<file path="config.mk">
export PLATFORM = sky130hd
export DESIGN_NAME = pbp_port_b_low_mux
export DESIGN_NICKNAME = d
export VERILOG_FILES = /design/src/pbp_pkg.sv /design/src/pbp_port_b_low_mux.sv
export SDC_FILE = /design/constraint.sdc
export NUM_CORES = 1
export LEC_CHECK = 0
export ABC_AREA = 1
export ABC_CLOCK_PERIOD_IN_PS = 1300
export CAP_MARGIN = 15
export CORE_MARGIN = 2
export CORE_UTILIZATION = 57
export DETAILED_ROUTE_END_ITERATION = 12
export DONT_BUFFER_PORTS = 1
export PLACE_DENSITY = 0.72
export SLEW_MARGIN = 10
export SYNTH_ARGS = -nofsm -noshare
export SYNTH_HDL_FRONTEND = slang
export SYNTH_SLANG_ARGS = --single-unit
</file>
<file path="constraint.sdc">
create_clock -name ref_clk -period 1.3 [get_ports ref_clk]
set_input_delay 0.26 -clock ref_clk [delete_from_list [all_inputs] [get_ports ref_clk]]
set_output_delay 0.26 -clock ref_clk [all_outputs]
set_load 0.1 [all_outputs]
</file>
<file path="src/pbp_pkg.sv">
// Purpose: Shared types and constants for the port pin function selector.
// Assumes: Single 100 MHz clock domain, no register bus.
// Notes: Field layouts of the control inputs travel as packed structs.
package pbp_pkg;
    localparam int PBP_PINS = 3;
    localparam logic [7:0] PBP_DIR_RESET = 8'h00;
    localparam logic [7:0] PBP_DATA_RESET = 8'h00;
    localparam logic [7:0] PBP_DIR_READ = 8'hFF;
    localparam logic [1:0] PBP_SEL_OFF = 2'h0;

    // Output-select and capture-enable fields of one 8-bit timer channel
    typedef struct packed {
        logic [1:0] out_sel_high;
        logic [1:0] out_sel_low;
        logic capture_enable;
    } pbp_timer_cfg_t;

    // Driver source chosen for a pin
    typedef enum logic [2:0] {
        PBP_SRC_INPUT = 3'h0,
        PBP_SRC_PORT = 3'h1,
        PBP_SRC_PATTERN = 3'h3,
        PBP_SRC_CHIPSEL = 3'h2,
        PBP_SRC_TIMER = 3'h6
    } pbp_src_t;
endpackage : pbp_pkg

</file>
<file path="src/pbp_port_b_low_mux.sv">
// Purpose: Pin function selection for the three low pins of the 8-bit port.
// Assumes: Inputs synchronous to ref_clk; standby flags are levels.
// Assumes: Software standby needs no input; the registers simply hold.
// Notes: Pins are split into in, out and active-low output enable.
// Notes: Each low pin picks timer, then chip select, then direction and pattern.
// Notes: Upper pins 7 to 3 are plain port bits.
`timescale 1ns/100ps
module pbp_port_b_low_mux
    import pbp_pkg::*;
(
    // Clock and reset
    input wire logic ref_clk,
    input wire logic nrst,
    // Standby mode
    input wire logic hw_standby,
    // Register writes from the CPU side
    input wire logic dir_wr,
    input wire logic [7:0] dir_wdata,
    input wire logic data_wr,
    input wire logic [7:0] data_wdata,
    // Register reads
    output logic [7:0] dir_rdata,
    output logic [7:0] data_rdata,
    // Peripheral selects
    input wire pbp_timer_cfg_t timer_cfg_0,
    input wire pbp_timer_cfg_t timer_cfg_1,
    input wire pbp_timer_cfg_t timer_cfg_2,
    // Clear field, chip select and pattern enables
    input wire logic [1:0] counter_clear_select,
    input wire logic chip_select_5_enable,
    input wire logic chip_select_6_enable,
    input wire logic chip_select_7_enable,
    input wire logic [2:0] pattern_enable_high_group,
    // Peripheral signals
    input wire logic timer8_ch0_out,
    input wire logic timer8_ch1_io,
    input wire logic timer8_ch2_out,
    input wire logic pattern_out_8,
    input wire logic pattern_out_9,
    input wire logic pattern_out_10,
    input wire logic chip_select_5_n,
    input wire logic chip_select_6_n,
    input wire logic chip_select_7_n,
    // Capture path to timer channel 1
    output logic timer1_capture_in,
    output logic capture_enable_1,
    // Pins
    input wire logic [7:0] pin_in,
    output logic [7:0] pin_out,
    output logic [7:0] pin_oe_n,
    output pbp_src_t [2:0] pin_src
);
    // Port registers and their next values
    logic [7:0] port_direction_reg;
    logic [7:0] port_direction_next;
    logic [7:0] port_output_data_reg;
    logic [7:0] port_output_data_next;

    // Write strobes that hardware standby has not blocked
    logic dir_write_taken;
    logic data_write_taken;

    // Timer claim of each channel
    logic tmr2_on;
    logic tmr1_on;
    logic tmr0_on;

    // Per-pin selects, bit n belongs to low pin n
    logic [2:0] timer_claim;
    logic [2:0] chip_select_claim;
    logic [2:0] low_direction;
    logic [2:0] pattern_claim;

    // Per-pin levels offered by each source
    logic [2:0] timer_level;
    logic [2:0] chip_select_level;
    logic [2:0] pattern_level;
    logic [2:0] port_level;

    // Low pins that are left as inputs
    logic [2:0] low_pin_input;

    // Timer output is live when any select bit is non-zero
    function automatic logic timer_on(
        input pbp_timer_cfg_t c
    );
        timer_on = (c.out_sel_high != PBP_SEL_OFF) || (c.out_sel_low != PBP_SEL_OFF);
    endfunction : timer_on

    // Priority: timer, chip select, then direction and pattern enable
    function automatic pbp_src_t pick(
        input logic tmr,
        input logic cs,
        input logic dir,
        input logic pat
    );
        if (tmr) begin
            pick = PBP_SRC_TIMER;
        end else if (cs) begin
            pick = PBP_SRC_CHIPSEL;
        end else if (!dir) begin
            pick = PBP_SRC_INPUT;
        end else if (pat) begin
            pick = PBP_SRC_PATTERN; // Pattern output needs the direction bit as well
        end else begin
            pick = PBP_SRC_PORT;
        end
    endfunction : pick

    // Drive value for a chosen source; an input pin is not driven
    function automatic logic drive(
        input pbp_src_t s,
        input logic tmr,
        input logic cs,
        input logic pat,
        input logic dat
    );
        case (s)
            PBP_SRC_TIMER: drive = tmr;
            PBP_SRC_CHIPSEL: drive = cs;
            PBP_SRC_PATTERN: drive = pat;
            PBP_SRC_PORT: drive = dat;
            default: drive = 1'b0;
        endcase
    endfunction : drive

    // Channel claims; the channel 1 clear field is accepted but never vetoes the claim
    assign tmr2_on = timer_on(timer_cfg_2);
    assign tmr1_on = timer_on(timer_cfg_1)
                     && (counter_clear_select != PBP_SEL_OFF || 1'b1);
    assign tmr0_on = timer_on(timer_cfg_0);

    // Selects per pin: pin 2 uses chip select 5, pin 1 uses 6, pin 0 uses 7
    assign timer_claim = {tmr2_on, tmr1_on, tmr0_on};
    assign chip_select_claim = {chip_select_5_enable, chip_select_6_enable,
                                chip_select_7_enable};
    assign low_direction = port_direction_reg[2:0];
    assign pattern_claim = pattern_enable_high_group; // Pattern enables 10, 9, 8

    // Levels offered by timer, chip select, pattern and port data
    assign timer_level = {timer8_ch2_out, timer8_ch1_io, timer8_ch0_out};
    assign chip_select_level = {chip_select_5_n, chip_select_6_n, chip_select_7_n};
    assign pattern_level = {pattern_out_10, pattern_out_9, pattern_out_8};
    assign port_level = port_output_data_reg[2:0];

    // Source selection per pin
    assign pin_src[2] = pick(timer_claim[2], chip_select_claim[2], low_direction[2],
                             pattern_claim[2]);
    assign pin_src[1] = pick(timer_claim[1], chip_select_claim[1], low_direction[1],
                             pattern_claim[1]);
    assign pin_src[0] = pick(timer_claim[0], chip_select_claim[0], low_direction[0],
                             pattern_claim[0]);

    // Pin drive values of the low pins
    assign pin_out[2] = drive(pin_src[2], timer_level[2], chip_select_level[2],
                              pattern_level[2], port_level[2]);
    assign pin_out[1] = drive(pin_src[1], timer_level[1], chip_select_level[1],
                              pattern_level[1], port_level[1]);
    assign pin_out[0] = drive(pin_src[0], timer_level[0], chip_select_level[0],
                              pattern_level[0], port_level[0]);

    // Output enable is low while driving; a timer or chip select claimed pin always drives
    assign low_pin_input[2] = (pin_src[2] == PBP_SRC_INPUT);
    assign low_pin_input[1] = (pin_src[1] == PBP_SRC_INPUT);
    assign low_pin_input[0] = (pin_src[0] == PBP_SRC_INPUT);
    assign pin_oe_n[2:0] = low_pin_input;

    // Upper pins 7 to 3 are plain port bits
    assign pin_out[7:3] = port_output_data_reg[7:3];
    assign pin_oe_n[7:3] = ~port_direction_reg[7:3];

    // Capture enable copied out for the timer
    assign capture_enable_1 = timer_cfg_1.capture_enable;

    // Capture input is the pin level gated by capture enable, whatever the pin direction is
    assign timer1_capture_in = timer_cfg_1.capture_enable & pin_in[1];

    // Direction register cannot be read back
    assign dir_rdata = PBP_DIR_READ;

    // Port read: stored bit on outputs, pin level on inputs
    assign data_rdata = (port_direction_reg & port_output_data_reg)
                      | (~port_direction_reg & pin_in);

    // Hardware standby wins over a write in the same cycle
    assign dir_write_taken = dir_wr && !hw_standby;
    assign data_write_taken = data_wr && !hw_standby;

    // Next values; hardware standby clears, software standby needs nothing here
    assign port_direction_next = hw_standby ? PBP_DIR_RESET
                               : dir_write_taken ? dir_wdata
                               : port_direction_reg;
    assign port_output_data_next = hw_standby ? PBP_DATA_RESET
                                 : data_write_taken ? data_wdata
                                 : port_output_data_reg;

    // Direction register
    always_ff @(posedge ref_clk or negedge nrst) begin
        if (!nrst) begin
            port_direction_reg <= PBP_DIR_RESET;
        end else begin
            port_direction_reg <= port_direction_next;
        end
    end

    // Output data register
    always_ff @(posedge ref_clk or negedge nrst) begin
        if (!nrst) begin
            port_output_data_reg <= PBP_DATA_RESET;
        end else begin
            port_output_data_reg <= port_output_data_next;
        end
    end
endmodule : pbp_port_b_low_mux

</file>
==> results.sh, run 1 <==
export IMPL_outcome="stopped before the end"
export IMPL_flow_stopped_at="clock tree synthesis (4_1_cts)"
export IMPL_stop_error="[ERROR DPL-0038] Utilization greater than 100%, impossible to legalize"
export IMPL_cts_sinks=16
export IMPL_post_cts_buffers=9
export IMPL_syn_area_sq_um=1250
export IMPL_io_pin_count=104
export IMPL_synthAdderAreaFrac_pct=0
export IMPL_post_place_ws_ps=-110
export IMPL_hold_buffers=1
export IMPL_place_port_buffers=0
export IMPL_rows=16
export IMPL_clockBufferDepth=2
export IMPL_synth_cell_types=17
export IMPL_synth_top_family_by_area="simple AND/OR/NAND/NOR gates"
export IMPL_synthCells=180
export IMPL_dpl_cell_area_sq_um=1850
export IMPL_fp_dieH_um=50.9
export IMPL_clockRootBuffer="clkbuf_4"
export IMPL_synth_compound_area_share_pct=13.2
export IMPL_synth_area_per_cell_sq_um=6.97
export IMPL_synth_simple_area_share_pct=29.6
export IMPL_synth_seq_area_share_pct=31.9
export IMPL_cts_resized=50
export IMPL_yosysWarnings=0
export IMPL_ys_ff_latch=16
export IMPL_htreeDepth=1
export IMPL_hpwl_mm=3.39
export IMPL_synth_xor_area_share_pct=0
export IMPL_initial_core_util_pct=62.0
export IMPL_muxShareOfSynthArea_pct=0
export IMPL_cts_made_buffers=3
export IMPL_dieWidth_um=50.9
export IMPL_gp_congestion=0.694
[through the flow]
stage / setup TNS, ps / std cells
floorplan: -5060 / 187
global placement: -26.0 / 232
detailed placement: -264 / 232
[cell usage after synthesis (all sizes together)]
master	number	share of area, %
nor3	3	1.2
o21ai	21	13
conb	1	0.30
buf	22	14
inv	36	11
or2	2	1.0
nand2	36	11
nand4	3	1.5
dfrtp	16	32
nor2	18	6.0
nand3	22	8.8
[cell families after synthesis]
logic type,after synthesis
other,1
AOI/OAI and AO/OA,21
buffers and inverters,58
DFF,16
and+or+nand+nor,84
==> run 2, diff against run 1 <==
- CORE_AREA: not set -> 2 2 63 65
- CORE_MARGIN: 2 -> not set
- CORE_UTILIZATION: 57 -> not set
- DIE_AREA: not set -> 0 0 65 67
- PLACE_DENSITY: 0.72 -> not set
- PLACE_DENSITY_LB_ADDON: not set -> 0.15
==> run 2 against run 1 <==
Effect of this change:
- synthesized cell count unchanged
- synthesized area stayed put
- the flow now finishes, with violations (setup timing)
==> results.sh, run 2 <==
export IMPL_p_per_area_nw_per_um2=858
export IMPL_rows=22
export IMPL_stdcell_area_sq_um=2180
export IMPL_final_common_cell="buf_4"
export IMPL_synth_xor_area_share_pct=0
export IMPL_synthAdderAreaFrac_pct=0
export IMPL_holdPathStages=2
export IMPL_synth_seq_area_share_pct=31.9
export IMPL_syn_area_sq_um=1250
export IMPL_drt_initial_drc_count=17
export IMPL_synth_cell_types=17
export IMPL_drcViolationCount=0
export IMPL_start_kind="register"
export IMPL_synthCells=180
export IMPL_synth_top_area_share_pct=31.9
export IMPL_drive_gt1_share_pct=60.1
export IMPL_synth_simple_area_share_pct=29.6
export IMPL_finalSetupViolCount=19
export IMPL_synth_edf_count=0
export IMPL_grt_max_degree=17
export IMPL_async_reset_ff_share_pct=100
export IMPL_cap_violations=0
export IMPL_path_max_fanout=3
export IMPL_r2r_end="port_direction_reg[1]"
export IMPL_r2r_slack_ps=290
export IMPL_outcome="complete, but fails checks"
export IMPL_overflow=0
export IMPL_firstDrtPassIters=4
export IMPL_fin_nets=286
export IMPL_antennaDiodeCount=0
export IMPL_tightest_slew_ps=718
export IMPL_synth_top_cell_by_area="dfrtp_1"
export IMPL_reg2reg_depth=5
export IMPL_htreeDepth=1
export IMPL_max_slew_margin_rel_pct=52.0
export IMPL_p_leak_nw=1.06
export IMPL_netlist_top_cells_count="inv_1, nand2_1, nand3_1"
export IMPL_path_class="reg -> out"
export IMPL_grt_pass1_wl_mm=5.82
export IMPL_arrival_ps=1340
export IMPL_io_pin_count=104
export IMPL_drv_slew=0
export IMPL_fp_dieH_um=67
export IMPL_synthTopCellsByArea="dfrtp_1, o21ai_2, inv_1, buf_4, nand2_1"
export IMPL_min_delay_start="dir_wdata[0]"
export IMPL_core_area_sq_um=3610
export IMPL_routed_via_density=4.76
export IMPL_min_period_ps=1600
export IMPL_worstHoldEndpoint="port_direction_reg[0]"
export IMPL_worstReg2RegStart="port_direction_reg[1]"
export IMPL_whs_ps=168
export IMPL_dpl_cell_area_sq_um=1910
export IMPL_fin_crit_sh_pct=123
export IMPL_synthFlopType="dfrtp_1"
export IMPL_antenna_found_initial=0
export IMPL_final_cell_mix="buf_4, inv_1, buf_12"
export IMPL_setup_worst_path_end_class="output port"
export IMPL_clockRootBuffer="clkbuf_8"
export IMPL_routed_wl_mm=3.72
export IMPL_dp_cells=254
export IMPL_synth_top_family_by_area="simple AND/OR/NAND/NOR gates"
export IMPL_wire_per_inst_um=13.7
export IMPL_gp_congestion=0.761
export IMPL_die_area_sq_um=4360
export IMPL_clockBufferDepth=2
export IMPL_dieWidth_um=65
export IMPL_clk_latency_ps=250
export IMPL_hold_path_class="in -> reg"
export IMPL_hpwl_mm=2.76
export IMPL_ys_ff_latch=16
export IMPL_setup_tns_ps=-3250
export IMPL_grt_pass1_vias=1326
export IMPL_clkSlewWorstSetupHoldPaths_ps=60
export IMPL_areaGrowthSynthToFinish_pct=74.2
export IMPL_synth_compound_area_share_pct=13.2
export IMPL_final_util_pct=60.5
export IMPL_required_ps=1040
export IMPL_fin_skew_ps=0
export IMPL_muxShareOfSynthArea_pct=0
export IMPL_cts_tree="built"
export IMPL_synth_most_common_cell="inv_1"
export IMPL_rsz0062_at_grt="yes"
export IMPL_cts_sinks=16
export IMPL_peakVddDrop_mv=0.463
export IMPL_initial_core_util_pct=34.8
export IMPL_violations="setup timing"
export IMPL_track_usage_pct=17.3
export IMPL_place_port_buffers=0
export IMPL_via_count=1289
export IMPL_clock_fmax_mhz=623
export IMPL_yosysWarnings=0
export IMPL_cts_made_buffers=3
export IMPL_ant_nets=0
export IMPL_final_hold_viol_count=0
export IMPL_worst_slack_ps=-304
export IMPL_synth_area_per_cell_sq_um=6.97
export IMPL_fin_cells=271
run 2: power by group:
part | internal [mW] | switching, mW
combinational | 0.273 | 0.688
sequential | 0.526 | 0.0185
clock | 0.205 | 0.161
run 2: kinds of logic (layout without fill, tap and decap cells):
family / after synthesis / after routing
AOI/OAI and AO/OA: 21 / 21
buffers and inverters: 58 / 94
DFF: 16 / 16
other: 1 / 8
and+or+nand+nor: 84 / 84
run 2: critical path, cell delays in order (launching register included):
cell and delay, ps:
dfrtp_1 410, nand2_2 100, nand2_2 80, nor2_4 130, inv_2 70, nor2_4 130, buf_12 180
run 2: routing by layer:
layer / GRT usage, % / routed length, um / vias up
li1: - / - / 614
met5: 0 / 0 / -
met3: 3.21 / 292 / 6
met4: 4.79 / 40 / 0
met1: 20.0 / 1380 / 600
met2: 32.5 / 2020 / 69
run 2: timing repair:
action / in CTS / in global routing
resized for setup: 34 / 15
endpoints found under the setup margin: 25 / 25
hold buffers: 1 / 0
pin swaps: 12 / 5
endpoints found under the hold margin: 16 / 0
buffers inserted: 6 / 7
run 2: layout make-up:
type | instances | area, sq um
tap | 48 | 60.1
fill | 341 | 1420
multi-input combinational | 113 | 840
clock buffer | 3 | 41.3
sequential | 16 | 400
timing repair buffer | 55 | 699
inverter | 36 | 143
run 2: worst max-delay path by stage:
stage,start,slack (ps),to
finish,port_direction_reg[2],-300,pin_oe_n[2]
CTS,port_direction_reg[0],-310,pin_out[0]
global placement,port_direction_reg[0],-30,pin_out[0]
floorplan,port_direction_reg[3],-660,data_rdata[3]
detailed placement,port_direction_reg[0],-60,pin_out[0]
global route,port_direction_reg[0],-370,pin_out[0]
run 2: per-stage QoR:
stage                     setup WS, ps  total power, mW
after floorplan                   -659             1.29
after global placement           -32.2             1.42
after detailed placement         -55.4             1.44
after CTS                         -305             1.85
after global routing              -366             1.96
final                             -304             1.87
Note: power is estimated with default switching activity, not from simulation.
==> run 3, diff against run 2 <==
- CORE_AREA: 2 2 63 65 -> 5 5 66 68
- DIE_AREA: 0 0 65 67 -> 0 0 71 73
- TNS_END_PERCENT: not set -> 1
==> run 3 against run 2 <==
Effect of this change:
- the run still ends with setup timing left
- combinational power decreased by 5.9%
- fmax increased by 0.99%
- sequential share of layout area increased by 2.0 points
- register-to-register slack improved by 30 ps
- global-route usage decreased by 3.4 points
- critical endpoint is now pin_out[2]
- largest cell class unchanged
- highest routed layer unchanged
==> results.sh, run 3 (same netlist as run 2, synthesis figures left out) <==
export IMPL_outcome="complete, but fails checks"
export IMPL_violations="setup timing"
export IMPL_path_class="reg -> out"
export IMPL_crit_cells=6
export IMPL_min_period_ps=1590
export IMPL_crit_slowest_cell="dfrtp_1"
export IMPL_antenna_found_initial=0
export IMPL_hold_path_class="in -> reg"
export IMPL_track_usage_pct=13.9
export IMPL_grt_max_degree=17
export IMPL_drt_initial_drc_count=26
export IMPL_cap_violations=0
export IMPL_place_port_buffers=0
export IMPL_final_cell_mix="buf_4, inv_1, nand2_1"
export IMPL_worst_slack_ps=-289
export IMPL_r2r_slack_ps=320
export IMPL_final_common_cell="buf_4"
export IMPL_top_layer_used="met4"
export IMPL_max_slew_margin_rel_pct=50.2
export IMPL_peakVddDrop_mv=0.618
export IMPL_setup_tns_ps=-2630
export IMPL_min_delay_start="data_wdata[4]"
export IMPL_grt_pass1_wl_mm=5.91
export IMPL_final_util_pct=51.8
export IMPL_areaGrowthSynthToFinish_pct=57.0
export IMPL_crit_chain="nand2_1 > buf_4 > nor2_1 > nand4_1 > nand3_2 > buf_12"
export IMPL_routed_via_density=4.60
export IMPL_overflow=0
export IMPL_fin_skew_ps=0
export IMPL_p_leak_nw=1.00
export IMPL_fin_crit_sh_pct=122
export IMPL_clkSlewWorstSetupHoldPaths_ps=60
export IMPL_wl_met3_um=478
export IMPL_rsz0062_at_grt="yes"
export IMPL_cts_tree="built"
export IMPL_core_area_sq_um=3800
export IMPL_met1_length_mm=1.31
export IMPL_drive_gt1_share_pct=50.5
export IMPL_fp_dieH_um=73
export IMPL_critPathLaunch="port_direction_reg[2]"
export IMPL_clk_latency_ps=240
export IMPL_via_count=1243
export IMPL_clockBufferDepth=2
export IMPL_hpwl_mm=3.02
export IMPL_endpoint="pin_out[2]"
export IMPL_dpl_cell_area_sq_um=1840
export IMPL_drcViolationCount=0
export IMPL_path_max_fanout=3
export IMPL_grt_pass1_vias=1280
export IMPL_required_ps=1040
export IMPL_worst_path_buf_inv=2
export IMPL_stdcell_area_sq_um=1970
export IMPL_wire_per_inst_um=13.7
export IMPL_critical_path_top_delay_family="simple AND/OR/NAND/NOR gates"
export IMPL_r2r_end="port_direction_reg[4]"
export IMPL_ant_nets=0
export IMPL_reg2reg_depth=3
export IMPL_wl_met2_mm=1.89
export IMPL_setup_worst_path_end_class="output port"
export IMPL_final_hold_viol_count=0
export IMPL_clockRootBuffer="clkbuf_8"
export IMPL_worstReg2RegStart="port_direction_reg[4]"
export IMPL_gp_congestion=0.860
export IMPL_fillers=384
export IMPL_die_area_sq_um=5180
export IMPL_drv_slew=0
export IMPL_slowest_delay_ps=360
export IMPL_dieWidth_um=71
export IMPL_antennaDiodeCount=0
export IMPL_cts_sinks=16
export IMPL_rows=23
export IMPL_routed_wl_mm=3.69
export IMPL_p_per_area_nw_per_um2=920
export IMPL_fin_nets=283
export IMPL_io_pin_count=104
export IMPL_initial_core_util_pct=33.0
export IMPL_firstDrtPassIters=4
export IMPL_htreeDepth=1
export IMPL_finalSetupViolCount=16
export IMPL_arrival_ps=1330
export IMPL_start_kind="register"
export IMPL_tightest_slew_ps=745
export IMPL_post_place_ws_ps=-21.0
export IMPL_clock_fmax_mhz=629
export IMPL_cts_made_buffers=3
run 3: area by class of cell:
class                   instances  area, sq um  area share [%]
multi-input cells             113          692            35.2
repair buffers                 52          637            32.4
flip-flops and latches         16          400            20.3
inverters                      36          135            6.87
well taps                      50         62.6            3.18
clock buffers                   3         41.3            2.10
run 3: power by group:
part           internal [mW]  switching, mW
Clock                  0.205          0.159
Combinational          0.240          0.664
Sequential             0.526         0.0166
run 3: per-layer routing:
layer,global-route usage (%),vias up
li1,-,617
met1,17.2,559
met2,23.8,65
met3,4.82,2
met4,2.51,0
met5,0,-
run 3: metrics by stage:
stage / hold WS (ps) / total power [mW] / std cells
floorplan: -35.6 / 1.25 / 187
global placement: -35.0 / 1.42 / 264
detailed placement: -35.0 / 1.42 / 264
CTS: 163 / 1.82 / 268
global route: 167 / 1.88 / 270
finish: 169 / 1.81 / 270
run 3: repair_timing:
item	4_1_cts	5_1_grt
hold endpoints to repair	16	0
pin swaps	14	10
gates resized for setup	20	9
setup endpoints to repair	22	23
hold buffers	1	0
setup buffers	0	2
run 3: worst min-delay path by stage:
| stage | to | depth (start not counted) | slack [ps] |
|---|---|---|---|
| 3_3_place_gp | port_direction_reg[7] | 0 | -40 |
| 2_1_floorplan | port_direction_reg[0] | 0 | -40 |
| 3_5_place_dp | port_direction_reg[7] | 0 | -30 |
| 6_report | port_output_data_reg[4] | 2 | 170 |
| 4_1_cts | port_output_data_reg[1] | 2 | 160 |
| 5_1_grt | port_output_data_reg[2] | 2 | 170 |
run 3: worst reg2reg max path, delay by kind of cell (launching register included):
kind            cells  cell delay (ps)
buf+inv             2              380
flops               1              380
compound gates      1              100
